<file path="src/inc/mtcsr_regs.svh">
// Purpose: register offsets, fields, reset values of the trap register block
// Assumes: 12-bit register index space, one index per 32-bit register
// Notes:   indexes are used directly as the bus address
// Summary of operation
// - register-file error sources exist only in error-correcting builds.
// - six system external sources exist only in external-interrupt builds.
// - supervisor/user enable and pending aliases read zero; writes only set the alias status bit.
// - direct build: vector base writable, mode writable, resets to direct.
// - vectored build: base is reset vector plus offset, mode is vectored.
// - return address is 32 bits with bit 0 always zero.
// - cause holds interrupt flag bit 31 and five stored code bits.
// - cause clears to zero on hard and soft reset.
// - interrupts record codes 3,7,11,16,17,24-29,30 with flag set.
// - exceptions record codes 0,2,3,4,6,11 with flag clear.
// - custom exceptions record codes 24,25,26,27 for bus/parity errors.
// - concurrent traps taken from software interrupt down to load parity.
// - trap value gets zero for interrupts and environment calls.
// - breakpoints, misaligned fetch, fetch errors store the retiring pc.
// - illegal instruction stores the retiring instruction encoding.
// - misaligned store/load and load errors store the faulting address.
// - time count readable as low and high read-only registers.
// - enable bit positions 3,7,11,16,17,24-29,30; pending matches.
`ifndef MTCSR_REGS_SVH
`define MTCSR_REGS_SVH
`define MTCSR_A_SIE        12'h104
`define MTCSR_A_UIE        12'h004
`define MTCSR_A_SIP        12'h144
`define MTCSR_A_UIP        12'h044
`define MTCSR_A_MIE        12'h304
`define MTCSR_A_TVEC       12'h305
`define MTCSR_A_SCRATCH    12'h340
`define MTCSR_A_EPC        12'h341
`define MTCSR_A_CAUSE      12'h342
`define MTCSR_A_TVAL       12'h343
`define MTCSR_A_MIP        12'h344
`define MTCSR_A_TIME       12'hc01
`define MTCSR_A_TIMEH      12'hc81
`define MTCSR_A_TRAPST     12'h7c0
`define MTCSR_A_TRAPMASK   12'h7c1
`define MTCSR_MODE_DIRECT  2'b00
`define MTCSR_MODE_VECTOR  2'b01
`define MTCSR_CAUSE_RESET  32'h0000_0000
`define MTCSR_IRQ_SW       3
`define MTCSR_IRQ_TMR      7
`define MTCSR_IRQ_EXT      11
`define MTCSR_IRQ_GEU      16
`define MTCSR_IRQ_GEC      17
`define MTCSR_IRQ_SYS0     24
`define MTCSR_IRQ_CUST     30
`define MTCSR_IE_MASK      32'h7f03_0888
`define MTCSR_EX_IMIS      5'h00
`define MTCSR_EX_ILL       5'h02
`define MTCSR_EX_BRK       5'h03
`define MTCSR_EX_LMIS      5'h04
`define MTCSR_EX_SMIS      5'h06
`define MTCSR_EX_ECALL     5'h0b
`define MTCSR_EX_FBUS      5'h18
`define MTCSR_EX_FPAR      5'h19
`define MTCSR_EX_LBUS      5'h1a
`define MTCSR_EX_LPAR      5'h1b
`define MTCSR_ST_TRAP      0
`define MTCSR_ST_IRQ       1
`define MTCSR_ST_ALIAS     2
`endif

</file>
<file path="src/inc/mtcsr_pkg.sv">
// Purpose: types shared by the trap register block
// Assumes: 32-bit core
// Notes:   exception request bits are in priority order, highest first
package mtcsr_pkg;
  typedef struct packed {
    logic        trig_brk;
    logic        illegal;
    logic        fetch_mis;
    logic        ecall;
    logic        brk;
    logic        store_mis;
    logic        load_mis;
    logic        fetch_bus;
    logic        fetch_par;
    logic        load_bus;
    logic        load_par;
  } mtcsr_exc_s;

  typedef struct packed {
    logic [31:0] pc;
    logic [31:0] instr;
    logic [31:0] load_addr;
    logic [31:0] store_addr;
  } mtcsr_retire_s;

  typedef struct packed {
    logic [11:0] addr;
    logic [31:0] wdata;
    logic        wr;
    logic        rd;
  } mtcsr_bus_s;

  typedef enum logic [2:0] {
    MTCSR_IDLE  = 3'b001,
    MTCSR_ENTRY = 3'b010,
    MTCSR_HOLD  = 3'b100
  } mtcsr_state_e;
endpackage

</file>
<file path="src/rtl/mtcsr_trap.sv">
// Purpose: machine trap registers: vector, scratch, return address, cause,
//          trap value, time aliases, interrupt enable/pending, trap entry
// Assumes: trap requests and retire data come from core logic on mclk;
//          interrupt sources come from pins and are synchronised here
// Notes:   trap_take pulses one cycle; the three trap registers load with it unless soft_rst is high, which clears cause instead
//
// Local design decision: the address-and-strobe port.
`timescale 1ns/1ps
`include "mtcsr_regs.svh"
module mtcsr_trap #(
  parameter bit          ECC_EN   = 1'b1,
  parameter bit          SYSEI_EN = 1'b1,
  parameter bit          VECT_EN  = 1'b0,
  parameter logic [31:0] RST_VEC  = 32'h0000_0000,
  parameter logic [31:0] TVEC_OFS = 32'h0000_0000
) (
  input  wire logic                   mclk,
  input  wire logic                   rst_n,
  input  wire logic                   soft_rst,
  input  mtcsr_pkg::mtcsr_bus_s       bus,
  output logic [31:0]                 rdata,
  input  wire logic                   software_irq_source,
  input  wire logic                   timer_irq_source,
  input  wire logic                   external_irq_source,
  input  wire logic                   regfile_uncorrectable_err_irq,
  input  wire logic                   regfile_correctable_err_irq,
  input  wire logic [5:0]             system_external_irq_group,
  input  wire logic                   custom_core_irq,
  input  mtcsr_pkg::mtcsr_exc_s       exc,
  input  mtcsr_pkg::mtcsr_retire_s    retire,
  input  wire logic                   irq_global_en,
  input  wire logic [63:0]            time_count,
  output logic                        trap_take,
  output logic [31:0]                 trap_target,
  output logic [31:0]                 trap_return_address,
  output logic                        irq_out
);
  import mtcsr_pkg::*;

  // ------------------------------------------------------------------
  // reset release and source synchronisers
  // ------------------------------------------------------------------
  logic [1:0]  rst_sync_reg;
  logic        rst_ok;
  logic [31:0] src_raw;
  logic [31:0] src_s1_reg;
  logic [31:0] src_s2_reg;

  always_ff @(posedge mclk or negedge rst_n) begin
    if (!rst_n) begin
      rst_sync_reg <= 2'b00;
    end else begin
      rst_sync_reg <= {rst_sync_reg[0], 1'b1};
    end
  end
  assign rst_ok = rst_sync_reg[1];

  // sources placed at their enable bit positions
  always_comb begin
    src_raw = 32'h0000_0000;
    src_raw[`MTCSR_IRQ_SW]  = software_irq_source;
    src_raw[`MTCSR_IRQ_TMR] = timer_irq_source;
    src_raw[`MTCSR_IRQ_EXT] = external_irq_source;
    src_raw[`MTCSR_IRQ_GEU] = regfile_uncorrectable_err_irq & ECC_EN;
    src_raw[`MTCSR_IRQ_GEC] = regfile_correctable_err_irq & ECC_EN;
    src_raw[29:24] = system_external_irq_group & {6{SYSEI_EN}};
    src_raw[`MTCSR_IRQ_CUST] = custom_core_irq;
  end

  always_ff @(posedge mclk or negedge rst_ok) begin
    if (!rst_ok) begin
      src_s1_reg <= 32'h0000_0000;
      src_s2_reg <= 32'h0000_0000;
    end else begin
      src_s1_reg <= src_raw;
      src_s2_reg <= src_s1_reg;
    end
  end

  // ------------------------------------------------------------------
  // register decode
  // ------------------------------------------------------------------
  logic [31:0] ie_reg, tvec_reg, scratch_reg, epc_reg, tval_reg;
  logic [31:0] cause_reg, trapst_reg, trapmask_reg;
  logic [31:0] ie_impl, pend, active, tvec_rd, rd_next;
  logic        wr_ie, wr_tvec, wr_scr, wr_epc, wr_cause, wr_tval, wr_mask;
  logic        rd_st, alias_hit;

  assign ie_impl = `MTCSR_IE_MASK
                 & ~({14'h0, ~ECC_EN, ~ECC_EN, 16'h0})
                 & ~({2'b00, {6{~SYSEI_EN}}, 24'h0});
  assign pend    = src_s2_reg & ie_impl;
  assign active  = pend & ie_reg;

  assign wr_ie    = bus.wr && bus.addr == `MTCSR_A_MIE;
  assign wr_tvec  = bus.wr && bus.addr == `MTCSR_A_TVEC;
  assign wr_scr   = bus.wr && bus.addr == `MTCSR_A_SCRATCH;
  assign wr_epc   = bus.wr && bus.addr == `MTCSR_A_EPC;
  assign wr_cause = bus.wr && bus.addr == `MTCSR_A_CAUSE;
  assign wr_tval  = bus.wr && bus.addr == `MTCSR_A_TVAL;
  assign wr_mask  = bus.wr && bus.addr == `MTCSR_A_TRAPMASK;
  assign rd_st    = bus.rd && bus.addr == `MTCSR_A_TRAPST;
  assign alias_hit = (bus.rd | bus.wr) &&
                     (bus.addr == `MTCSR_A_SIE || bus.addr == `MTCSR_A_UIE ||
                      bus.addr == `MTCSR_A_SIP ||
                      bus.addr == `MTCSR_A_UIP);

  assign tvec_rd = VECT_EN ? {RST_VEC[31:2] + TVEC_OFS[31:2],
                              `MTCSR_MODE_VECTOR}
                           : tvec_reg;

  // ------------------------------------------------------------------
  // trap selection in priority order
  // ------------------------------------------------------------------
  logic        irq_req, exc_any;
  logic [4:0]  irq_code, exc_code;
  logic [31:0] exc_val, sel_val;
  logic [31:0] sel_cause;

  always_comb begin
    irq_code = 5'h00;
    // scan from bit 30 down so the lowest set bit wins
    for (int i = 30; i >= 0; i--) begin
      if (active[i]) begin
        irq_code = 5'(i);
      end
    end
    if (active[`MTCSR_IRQ_SW]) begin
      irq_code = 5'(`MTCSR_IRQ_SW);
    end else if (active[`MTCSR_IRQ_TMR]) begin
      irq_code = 5'(`MTCSR_IRQ_TMR);
    end else if (active[`MTCSR_IRQ_EXT]) begin
      irq_code = 5'(`MTCSR_IRQ_EXT);
    end
  end
  assign irq_req = irq_global_en && (active != 32'h0);
  assign exc_any = exc != '0;

  always_comb begin
    exc_code = `MTCSR_EX_LPAR;
    exc_val  = retire.load_addr;
    if (exc.trig_brk) begin
      exc_code = `MTCSR_EX_BRK;
      exc_val  = retire.pc;
    end else if (exc.illegal) begin
      exc_code = `MTCSR_EX_ILL;
      exc_val  = retire.instr;
    end else if (exc.fetch_mis) begin
      exc_code = `MTCSR_EX_IMIS;
      exc_val  = retire.pc;
    end else if (exc.ecall) begin
      exc_code = `MTCSR_EX_ECALL;
      exc_val  = 32'h0000_0000;
    end else if (exc.brk) begin
      exc_code = `MTCSR_EX_BRK;
      exc_val  = retire.pc;
    end else if (exc.store_mis) begin
      exc_code = `MTCSR_EX_SMIS;
      exc_val  = retire.store_addr;
    end else if (exc.load_mis) begin
      exc_code = `MTCSR_EX_LMIS;
    end else if (exc.fetch_bus) begin
      exc_code = `MTCSR_EX_FBUS;
      exc_val  = retire.pc;
    end else if (exc.fetch_par) begin
      exc_code = `MTCSR_EX_FPAR;
      exc_val  = retire.pc;
    end else if (exc.load_bus) begin
      exc_code = `MTCSR_EX_LBUS;
    end
  end

  // interrupts outrank exceptions
  assign sel_cause = irq_req ? {1'b1, 26'h0, irq_code}
                             : {1'b0, 26'h0, exc_code};
  assign sel_val   = irq_req ? 32'h0000_0000 : exc_val;

  // ------------------------------------------------------------------
  // trap entry state machine
  // ------------------------------------------------------------------
  mtcsr_state_e st_reg, st_next;
  logic         take;

  assign take = st_reg == MTCSR_IDLE && (irq_req || exc_any);
  always_comb begin
    case (st_reg)
      MTCSR_IDLE:  st_next = take ? MTCSR_ENTRY : MTCSR_IDLE;
      MTCSR_ENTRY: st_next = MTCSR_HOLD;
      MTCSR_HOLD:  st_next = MTCSR_IDLE;
      default:     st_next = MTCSR_IDLE;
    endcase
  end

  // ------------------------------------------------------------------
  // registers
  // ------------------------------------------------------------------
  logic [31:0] st_set;
  assign st_set = {29'h0, alias_hit & bus.wr, irq_req & take, take};

  always_ff @(posedge mclk or negedge rst_ok) begin
    if (!rst_ok) begin
      st_reg       <= MTCSR_IDLE;
      ie_reg       <= 32'h0000_0000;
      tvec_reg     <= {30'h0, `MTCSR_MODE_DIRECT};
      scratch_reg  <= 32'h0000_0000;
      epc_reg      <= 32'h0000_0000;
      tval_reg     <= 32'h0000_0000;
      cause_reg    <= `MTCSR_CAUSE_RESET;
      trapst_reg   <= 32'h0000_0000;
      trapmask_reg <= 32'h0000_0000;
      rdata        <= 32'h0000_0000;
      trap_take    <= 1'b0;
      trap_target  <= 32'h0000_0000;
      irq_out      <= 1'b0;
    end else begin
      st_reg      <= st_next;
      trap_take   <= take;
      irq_out     <= (trapst_reg & trapmask_reg) != 32'h0;
      rdata       <= rd_next;
      trapst_reg  <= ((rd_st ? 32'h0 : trapst_reg) | st_set) & 32'h7;
      if (wr_mask) trapmask_reg <= bus.wdata & 32'h7;
      if (wr_ie) ie_reg <= bus.wdata & ie_impl;
      if (wr_tvec && !VECT_EN) tvec_reg <= bus.wdata;
      if (wr_scr) scratch_reg <= bus.wdata;
      if (soft_rst) begin
        cause_reg <= `MTCSR_CAUSE_RESET;
      end else if (take) begin
        cause_reg   <= sel_cause;
        epc_reg     <= {retire.pc[31:1], 1'b0};
        tval_reg    <= sel_val;
        trap_target <= (VECT_EN && irq_req) ?
                       {tvec_rd[31:2], 2'b00} + {25'h0, irq_code, 2'b00} :
                       {tvec_rd[31:2], 2'b00};
      end else begin
        if (wr_cause) cause_reg <= {bus.wdata[31], 26'h0,
                                    bus.wdata[4:0]};
        if (wr_epc) epc_reg <= {bus.wdata[31:1], 1'b0};
        if (wr_tval) tval_reg <= bus.wdata;
      end
    end
  end
  assign trap_return_address = epc_reg;

  // ------------------------------------------------------------------
  // read mux
  // ------------------------------------------------------------------
  always_comb begin
    rd_next = 32'h0000_0000; // aliases and unmapped read zero
    if (bus.rd) begin
      case (bus.addr)
        `MTCSR_A_MIE:      rd_next = ie_reg;
        `MTCSR_A_MIP:      rd_next = pend;
        `MTCSR_A_TVEC:     rd_next = tvec_rd;
        `MTCSR_A_SCRATCH:  rd_next = scratch_reg;
        `MTCSR_A_EPC:      rd_next = epc_reg;
        `MTCSR_A_CAUSE:    rd_next = cause_reg;
        `MTCSR_A_TVAL:     rd_next = tval_reg;
        `MTCSR_A_TIME:     rd_next = time_count[31:0];
        `MTCSR_A_TIMEH:    rd_next = time_count[63:32];
        `MTCSR_A_TRAPST:   rd_next = trapst_reg;
        `MTCSR_A_TRAPMASK: rd_next = trapmask_reg;
        default:           rd_next = 32'h0000_0000;
      endcase
    end
  end

  // ------------------------------------------------------------------
  // checks
  // ------------------------------------------------------------------
  property p_cause_code;
    @(posedge mclk) disable iff (!rst_ok)
      (take && !soft_rst) |=> cause_reg == $past(sel_cause);
  endproperty
  a_cause_code: assert property (p_cause_code)
    else $error("cause not loaded on trap");

  property p_cause_bits;
    @(posedge mclk) disable iff (!rst_ok)
      cause_reg[30:5] == 26'h0;
  endproperty
  a_cause_bits: assert property (p_cause_bits)
    else $error("cause upper code bits set");

  property p_soft;
    @(posedge mclk) disable iff (!rst_ok)
      soft_rst |=> cause_reg == 32'h0;
  endproperty
  a_soft: assert property (p_soft)
    else $error("cause not cleared by soft reset");

  property p_epc0;
    @(posedge mclk) disable iff (!rst_ok)
      epc_reg[0] == 1'b0;
  endproperty
  a_epc0: assert property (p_epc0)
    else $error("return address bit 0 set");

  property p_irq_tval;
    @(posedge mclk) disable iff (!rst_ok)
      (take && irq_req && !soft_rst) |=> tval_reg == 32'h0 && cause_reg[31];
  endproperty
  a_irq_tval: assert property (p_irq_tval)
    else $error("interrupt trap value not zero");

  property p_ill;
    @(posedge mclk) disable iff (!rst_ok)
      (take && !irq_req && exc.illegal && !exc.trig_brk && !soft_rst)
        |=> tval_reg == $past(retire.instr) && cause_reg == 32'h2;
  endproperty
  a_ill: assert property (p_ill)
    else $error("illegal instruction trap wrong");

  property p_sw_first;
    @(posedge mclk) disable iff (!rst_ok)
      (take && active[`MTCSR_IRQ_SW] && irq_req && !soft_rst)
        |=> cause_reg == 32'h8000_0003;
  endproperty
  a_sw_first: assert property (p_sw_first)
    else $error("software interrupt not highest");

  property p_alias;
    @(posedge mclk) disable iff (!rst_ok)
      (bus.rd && alias_hit) |=> rdata == 32'h0;
  endproperty
  a_alias: assert property (p_alias)
    else $error("alias read not zero");

  property p_time;
    @(posedge mclk) disable iff (!rst_ok)
      (bus.rd && bus.addr == `MTCSR_A_TIMEH)
        |=> rdata == $past(time_count[63:32]);
  endproperty
  a_time: assert property (p_time)
    else $error("time high read wrong");

  property p_store_tval;
    @(posedge mclk) disable iff (!rst_ok)
      (take && !irq_req && !soft_rst && exc[10:5] == 6'h01)
        |=> tval_reg == $past(retire.store_addr) && cause_reg == 32'h6;
  endproperty
  a_store_tval: assert property (p_store_tval)
    else $error("misaligned store trap wrong");

  property p_fetch_bus;
    @(posedge mclk) disable iff (!rst_ok)
      (take && !irq_req && !soft_rst && exc[10:3] == 8'h01)
        |=> tval_reg == $past(retire.pc) && cause_reg == 32'h18;
  endproperty
  a_fetch_bus: assert property (p_fetch_bus)
    else $error("fetch bus error trap wrong");
endmodule // mtcsr_trap

</file>
<file path="config.mk">
export PLATFORM = sky130hd
export DESIGN_NAME = mtcsr_trap
export DESIGN_NICKNAME = d
export VERILOG_FILES = /design/src/inc/mtcsr_pkg.sv /design/src/rtl/mtcsr_trap.sv
export VERILOG_INCLUDE_DIRS = /design/src /design/src/inc
export SDC_FILE = /design/constraint.sdc
export NUM_CORES = 1
export LEC_CHECK = 0
export ABC_AREA = 1
export BUFFER_PORTS_ARGS = -buffer_cell sky130_fd_sc_hd__buf_2
export CAP_MARGIN = 30
export CORE_MARGIN = 5
export CORE_UTILIZATION = 58
export CTS_BUF_LIST = sky130_fd_sc_hd__clkbuf_16
export DETAILED_ROUTE_END_ITERATION = 12
export GPL_TIMING_DRIVEN = 0
export HOLD_SLACK_MARGIN = 0.1
export PLACE_DENSITY = 0.95
export SLEW_MARGIN = 15
export SYNTH_ARGS = -nofsm -noshare
export SYNTH_HDL_FRONTEND = slang
export SYNTH_SLANG_ARGS = --single-unit
</file>
<file path="constraint.sdc">
create_clock -name mclk -period 18.6 [get_ports mclk]
set_input_delay 0.93 -clock mclk [delete_from_list [all_inputs] [get_ports mclk]]
set_output_delay 0.93 -clock mclk [all_outputs]
set_load 0.01 [all_outputs]
</file>
==> metrics, run 1 <==
drt initial violations=1939; Die H=164 um; initial core utilization=0.589; cells after synthesis=2046; Sw Pwr=0.000340 W; met3 wire len=7.79 mm; Hold Vio Cnt, Final=0; vias in the first global route=15208; DRC=0; Vias/cell=5.66; clock buffer depth=3; VDD IR max=62.9 uV; number of routed nets with antenna violations=0; combinational share of power=0.131; Hold Buf Count CTS=0; metal2 WL=25.2 mm; M1 WL=20.5 mm; Seq/Total Area, Yosys=0.440; commonest non-fill, non-tap cell in the layout=nand2_1; Leak=9.71 nW; Die X=164 um; drt wl/cell=20.4 um; IO Pins=363; Layout Utilization=0.724; fraction of final layout cells with drive strength greater than 1=0.205; post-route setup TNS=0 ns; PD cells=74.1 nW/um^2; Clock Skew=0.0241 ns; most frequent cells in the layout=nand2_1, buf_2, dfrtp_1; sequential cell fraction of total power=0.451; core area=23500 um^2; Setup CP Type=input port to register; switching share of power=0.270; maximum fanout along the worst path=10; First-pass DRT Iterations=9; CTS resizes=0; Port Buffers=358; largest net degree at the start of global routing=60; RSZ-0062 raised after global routing=no; Clock power frac=0.418; global placement routability congestion=1.04; Worst Hold Class=input port to asynchronous set/reset pin; top cells by area, synth=dfrtp_1, nand2_1, inv_1; CTS Sinks=243; synthesized flop and latch total=243; # rows=56; Fmax=379 MHz; Final setup violation count=0; Yosys top cell by area=dfrtp_1; Mean Syn Cell Area=6.76 um^2; relative slew slack=0.569; cts bufs inserted=24; Overall Power=0.00126 W; fin crit period=2.64 ns; WP data arrival=3.01 ns; Area growth, synth to finish=22.9%; Total Wirelength=56.6 mm; Syn. warnings=0; CP Capture Type=register; Worst-Skew Late Latency=0.53 ns; Mapped Area=13800 um^2; Int Power=0.000919 W; vias post-DR=15729; clk root buf=clkbuf_16; MaxCap Viol Count=0; CTS tree=built; H-Tree Depth=1; initial antenna violation count=10; Max Slew Vio Count=0; Synth top area share=0.438; Clock Pin Slew Worst Setup and Hold Paths=0.08 ns; first-pass GRT wire length=85.2 mm; Layout Nets=2701; Slew @ Worst Pin=0.647 ns; CP required=18.97 ns; Final Cycle Share=0.142; setup repair bufs after CTS=0; status=complete, no violations; Post-DP HPWL=44.4 mm; final global-route overflow total=0; startpoint types=input port; Netlist cell types=36; # fillers=1964; Highest Signal Layer=met5; Die Footprint=27000 um^2; Total GRT Usage=0.410
[cell type report]
| class | count | area, um^2 | area share |
|---|---|---|---|
| Buffer | 105 | 571 | 0.0336 |
| Timing Repair Buffer | 362 | 1900 | 0.112 |
| Clock buffer | 25 | 626 | 0.0368 |
| Sequential cell | 243 | 6090 | 0.358 |
| Clock inverter | 19 | 215 | 0.0127 |
| Tap cell | 319 | 399 | 0.0235 |
| Antenna cell | 6 | 15.0 | 0.000884 |
| Multi-Input combinational cell | 1491 | 6390 | 0.376 |
| Inverter | 209 | 788 | 0.0464 |
[synth_stat cells]
cell,number
buf_6,8
buf_2,42
nor3_4,2
nand3_2,3
inv_1,195
o21ai_2,1
dfstp_2,1
nand4_1,29
conb_1,2
nand3_1,122
clkbuf_1,37
inv_4,1
nor3_1,4
nor3_2,1
a21oi_1,6
clkinv_1,1
dfrtp_1,242
and2_1,1
clkinv_2,1
o21ai_0,121
nand2_2,1
nand2_1,914
o211ai_1,1
o21ai_1,35
a22o_1,2
inv_2,11
buf_4,17
nor2_1,165
a22oi_1,30
a31oi_1,2
nor2_2,8
buf_1,1
nand2_4,7
a21oi_2,1
o22ai_1,30
o21bai_4,1
[final timing paths]
check,start,end,slack [ns],depth (start not counted)
worst min register to register,rst_sync_reg[1],rdata[14],0.32,0
worst min-delay path,rst_n,rst_sync_reg[1],0.20,1
max in group asynchronous,rst_sync_reg[1],st_reg[0],16.93,3
min in group mclk,src_s1_reg[29],src_s2_reg[29],0.34,0
worst max register to register,src_s2_reg[3],tval_reg[6],16.40,12
worst max-delay path,bus[39],rdata[22],15.96,12
[kinds of logic after synthesis]
family / synth area share
flops: 0.440
simple gates: 0.367
buf+inv: 0.0983
other cells: 0.000543
compound gates: 0.0939
[power groups by stage]
stage	combinational [W]	clock, W	sequential (W)
after global routing	0.000181	0.000545	0.000569
after floorplan	0.0000727	0	0.000578
after CTS	0.000162	0.000522	0.000566
after detailed placement	0.000160	0	0.000576
final	0.000165	0.000526	0.000568
after global placement	0.000146	0	0.000583
[worst max-delay path, stage by stage]
cell and delay, ns:
buf_2 0.10, nor2_2 0.21, nand2_1 0.10, nor2_2 0.34, nand3_2 0.11, inv_2 0.11, buf_6 0.18, buf_6 0.20
nand2_1 0.06, nand4_1 0.13, nor2_1 0.07, nor2_1 0.43
[through the flow]
step	std cells	hold WS (ns)	instance area, um^2	worst slack, ns
after floorplan	2048	0.331	13800	11.33
after global placement	2725	0.335	16000	8.99
after detailed placement	2729	0.336	16100	15.87
after CTS	2773	0.196	17000	16.08
after global routing	2776	0.197	17000	15.92
final	2779	0.200	17000	15.96
[per-layer routing]
layer,vias to the layer above,track usage
met5,-,0
met4,10,0.181
met3,216,0.117
met2,1244,0.644
met1,7105,0.534
li1,7154,-
(Power assumes the default switching activity.)
==> run 2: changes to the inputs <==
CORE_UTILIZATION = 54   (was 58)
PLACE_DENSITY = 0.91   (was 0.95)
clock period = 2.75 ns   (was 18.6 ns; I/O delays follow)
==> metrics, run 2 (synthesis gave the netlist of run 1 again) <==
status=complete, no violations (unchanged); Setup CP Type=register to register (was input port to register); Hold Vio Cnt, Final=0 (unchanged); Fmax=392 MHz; CTS Sinks=243 (unchanged); drt initial violations=1872 (was 1939); startpoint types=register (was input port); Slowest cell on crit path=dlygate4sd3_1 (was nor2_1); H-Tree Depth=1 (unchanged); Clock Pin Slew Worst Setup and Hold Paths=0.07 ns (was 0.08 ns); met3 usage=0.0952 (was 0.117); Vias/cell=5.67 (was 5.66); Reg2Reg Depth=12 (unchanged); fin area=18300 um^2 (was 17000 um^2); clk root buf=clkbuf_16 (unchanged); PD cells=451 nW/um^2 (was 74.1 nW/um^2); VDD IR max=535 uV (was 62.9 uV); hold path endpoint=tval_reg[1]; cts bufs inserted=24 (unchanged); RR Startpoint=src_s2_reg[7] (was src_s2_reg[3]); number of routed nets with antenna violations=0 (unchanged); relative slew slack=0.558 (was 0.569); met1 usage=0.514 (was 0.534); CP peak stage delay=0.55 ns (was 0.43 ns); most frequent cells in the layout=nand2_1, buf_2, dfrtp_1 (unchanged); WHS=0.123 ns (was 0.200 ns); First-pass DRT Iterations=6 (was 9); Layout Nets=2844 (was 2701); Total GRT Usage=0.400 (was 0.410); setup repair bufs after CTS=0 (unchanged); min-delay src=retire[65]; Port Buffers=358 (unchanged); largest net degree at the start of global routing=60 (unchanged); Slew @ Worst Pin=0.663 ns (was 0.647 ns); crit path from=src_s2_reg[7] (was bus[39]); Buf+Inv Stages, Crit Path=3 (was 4); CTS tree=built (unchanged); fin crit period=2.55 ns; placed cell area=16100 um^2 (about the same); DRC=0 (unchanged); Post-DP HPWL=45.0 mm (was 44.4 mm); Final Cycle Share=0.927; WP data arrival=3.02 ns (was 3.01 ns); Crit path max-delay family=simple AND/OR/NAND/NOR gates (unchanged); vias in the first global route=16155 (was 15208); Worst-Skew Late Latency=0.53 ns (about the same); MaxCap Viol Count=0 (unchanged); vias post-DR=16611 (was 15729); met2 Use GR=0.625 (was 0.644); hold path cells=7; Clock Skew=0.0127 ns (was 0.0241 ns); # rows=58 (was 56); final global-route overflow total=0 (unchanged); maximum fanout along the worst path=10 (unchanged); Die Footprint=28900 um^2 (was 27000 um^2); initial antenna violation count=2 (was 10); Worst Hold Class=input port to register (was input port to asynchronous set/reset pin); drt wl/cell=20.3 um (was 20.4 um); GR peak layer=met2 (unchanged); r2r setup slk=0.20 ns (was 16.40 ns); CP cell instances=nand2_1 > nand2_1 > nor2_1 > nand3_1 > nand3_2 > buf_4 > buf_2 > nand3_1 > nand2_1 > dlygate4sd3_1 > nand2_1 > nand2_1 (was buf_2 > nor2_2 > nand2_1 > nor2_2 > nand3_2 > inv_2 > buf_6 > buf_6 > nand2_1 > nand4_1 > nor2_1 > nor2_1); worst r2r dst=trap_return_address[11] (was tval_reg[6]); commonest non-fill, non-tap cell in the layout=nand2_1 (unchanged); Leak=10.3 nW (was 9.71 nW); core area=25200 um^2 (was 23500 um^2); CP Capture Type=register (unchanged); Die H=170 um (was 164 um); Area growth, synth to finish=32.5% (was 22.9%); fraction of final layout cells with drive strength greater than 1=0.194 (was 0.205); first-pass GRT wire length=90.0 mm (was 85.2 mm); Crit path top cell by count=nand2_1; Die X=170 um (was 164 um); Final setup violation count=0 (unchanged); Layout Utilization=0.727 (was 0.724); global placement routability congestion=0.997 (was 1.04); clock buffer depth=3 (unchanged); Total Wirelength=59.5 mm (was 56.6 mm); initial core utilization=0.549 (was 0.589); Max Slew Vio Count=0 (unchanged); CP required=3.22 ns (was 18.97 ns); IO Pins=363 (unchanged)
run 2: changes by cell type in the layout (fill, tap and decap cells not counted), sizes merged:
cell | previous run | this run
dlygate4sd3 | 0 | 143
clkinv | 8 | 11
buf | 430 | 429
clkbuf | 62 | 63
bufinv | 5 | 1
diode | 6 | 3
run 2: worst max path at each step:
stage	end	slack [ns]	depth (start not counted)
after floorplan	cause_reg[0]	0.30	0
after global placement	src_s1_reg[17]	-0.48	0
after detailed placement	tval_reg[25]	0.70	12
after CTS	trap_return_address[16]	0.22	10
after global routing	trap_return_address[18]	-0.008	12
final	trap_return_address[11]	0.20	12
run 2: layout make-up:
type / count / area (um^2)
Tap cell: 330 / 413
Multi-Input combinational cell: 1491 / 6390
Buffer: 105 / 574
Inverter: 209 / 788
Clock buffer: 25 / 626
Fill cell: 1999 / 6870
Sequential cell: 243 / 6090
Timing Repair Buffer: 505 / 3330
Antenna cell: 3 / 7.51
Clock inverter: 18 / 105
run 2: report_power, final:
part           switching [W]  internal (W)  total [W]
Sequential          0.000133       0.00371    0.00384
Clock                0.00142       0.00173    0.00315
Combinational       0.000762      0.000505    0.00127
Total                0.00231       0.00594    0.00825
run 2: timing repair:
item | CTS | global route
setup endpoints to repair | 0 | 3
resized for setup | 0 | 4
hold buffers | 143 | 0
endpoints found under the hold margin | 187 | 0
run 2: per-stage QoR:
stage / setup WS, ns / power (W) / instances / setup TNS (ns)
6_report: 0.202 / 0.00825 / 2929 / 0
3_3_place_gp: -0.479 / 0.00493 / 2736 / -109.17
4_1_cts: 0.221 / 0.00817 / 2926 / 0
3_5_place_dp: 0.702 / 0.00497 / 2740 / 0
5_1_grt: -0.00798 / 0.00849 / 2928 / -0.00798
2_1_floorplan: 0.303 / 0.00440 / 2048 / 0
run 2: worst reg2reg max path, delay by kind of cell, from the launching register on:
kind | cells | cell delay, ns
DFF | 1 | 0.41
buffers and inverters | 3 | 0.97
and+or+nand+nor | 9 | 1.11
run 2: routing by layer:
metal / up-vias / wire length [um]
li1: 7435 / -
met1: 7519 / 21300
met2: 1365 / 26200
met3: 292 / 7820
met4: 0 / 4260
met5: - / 0
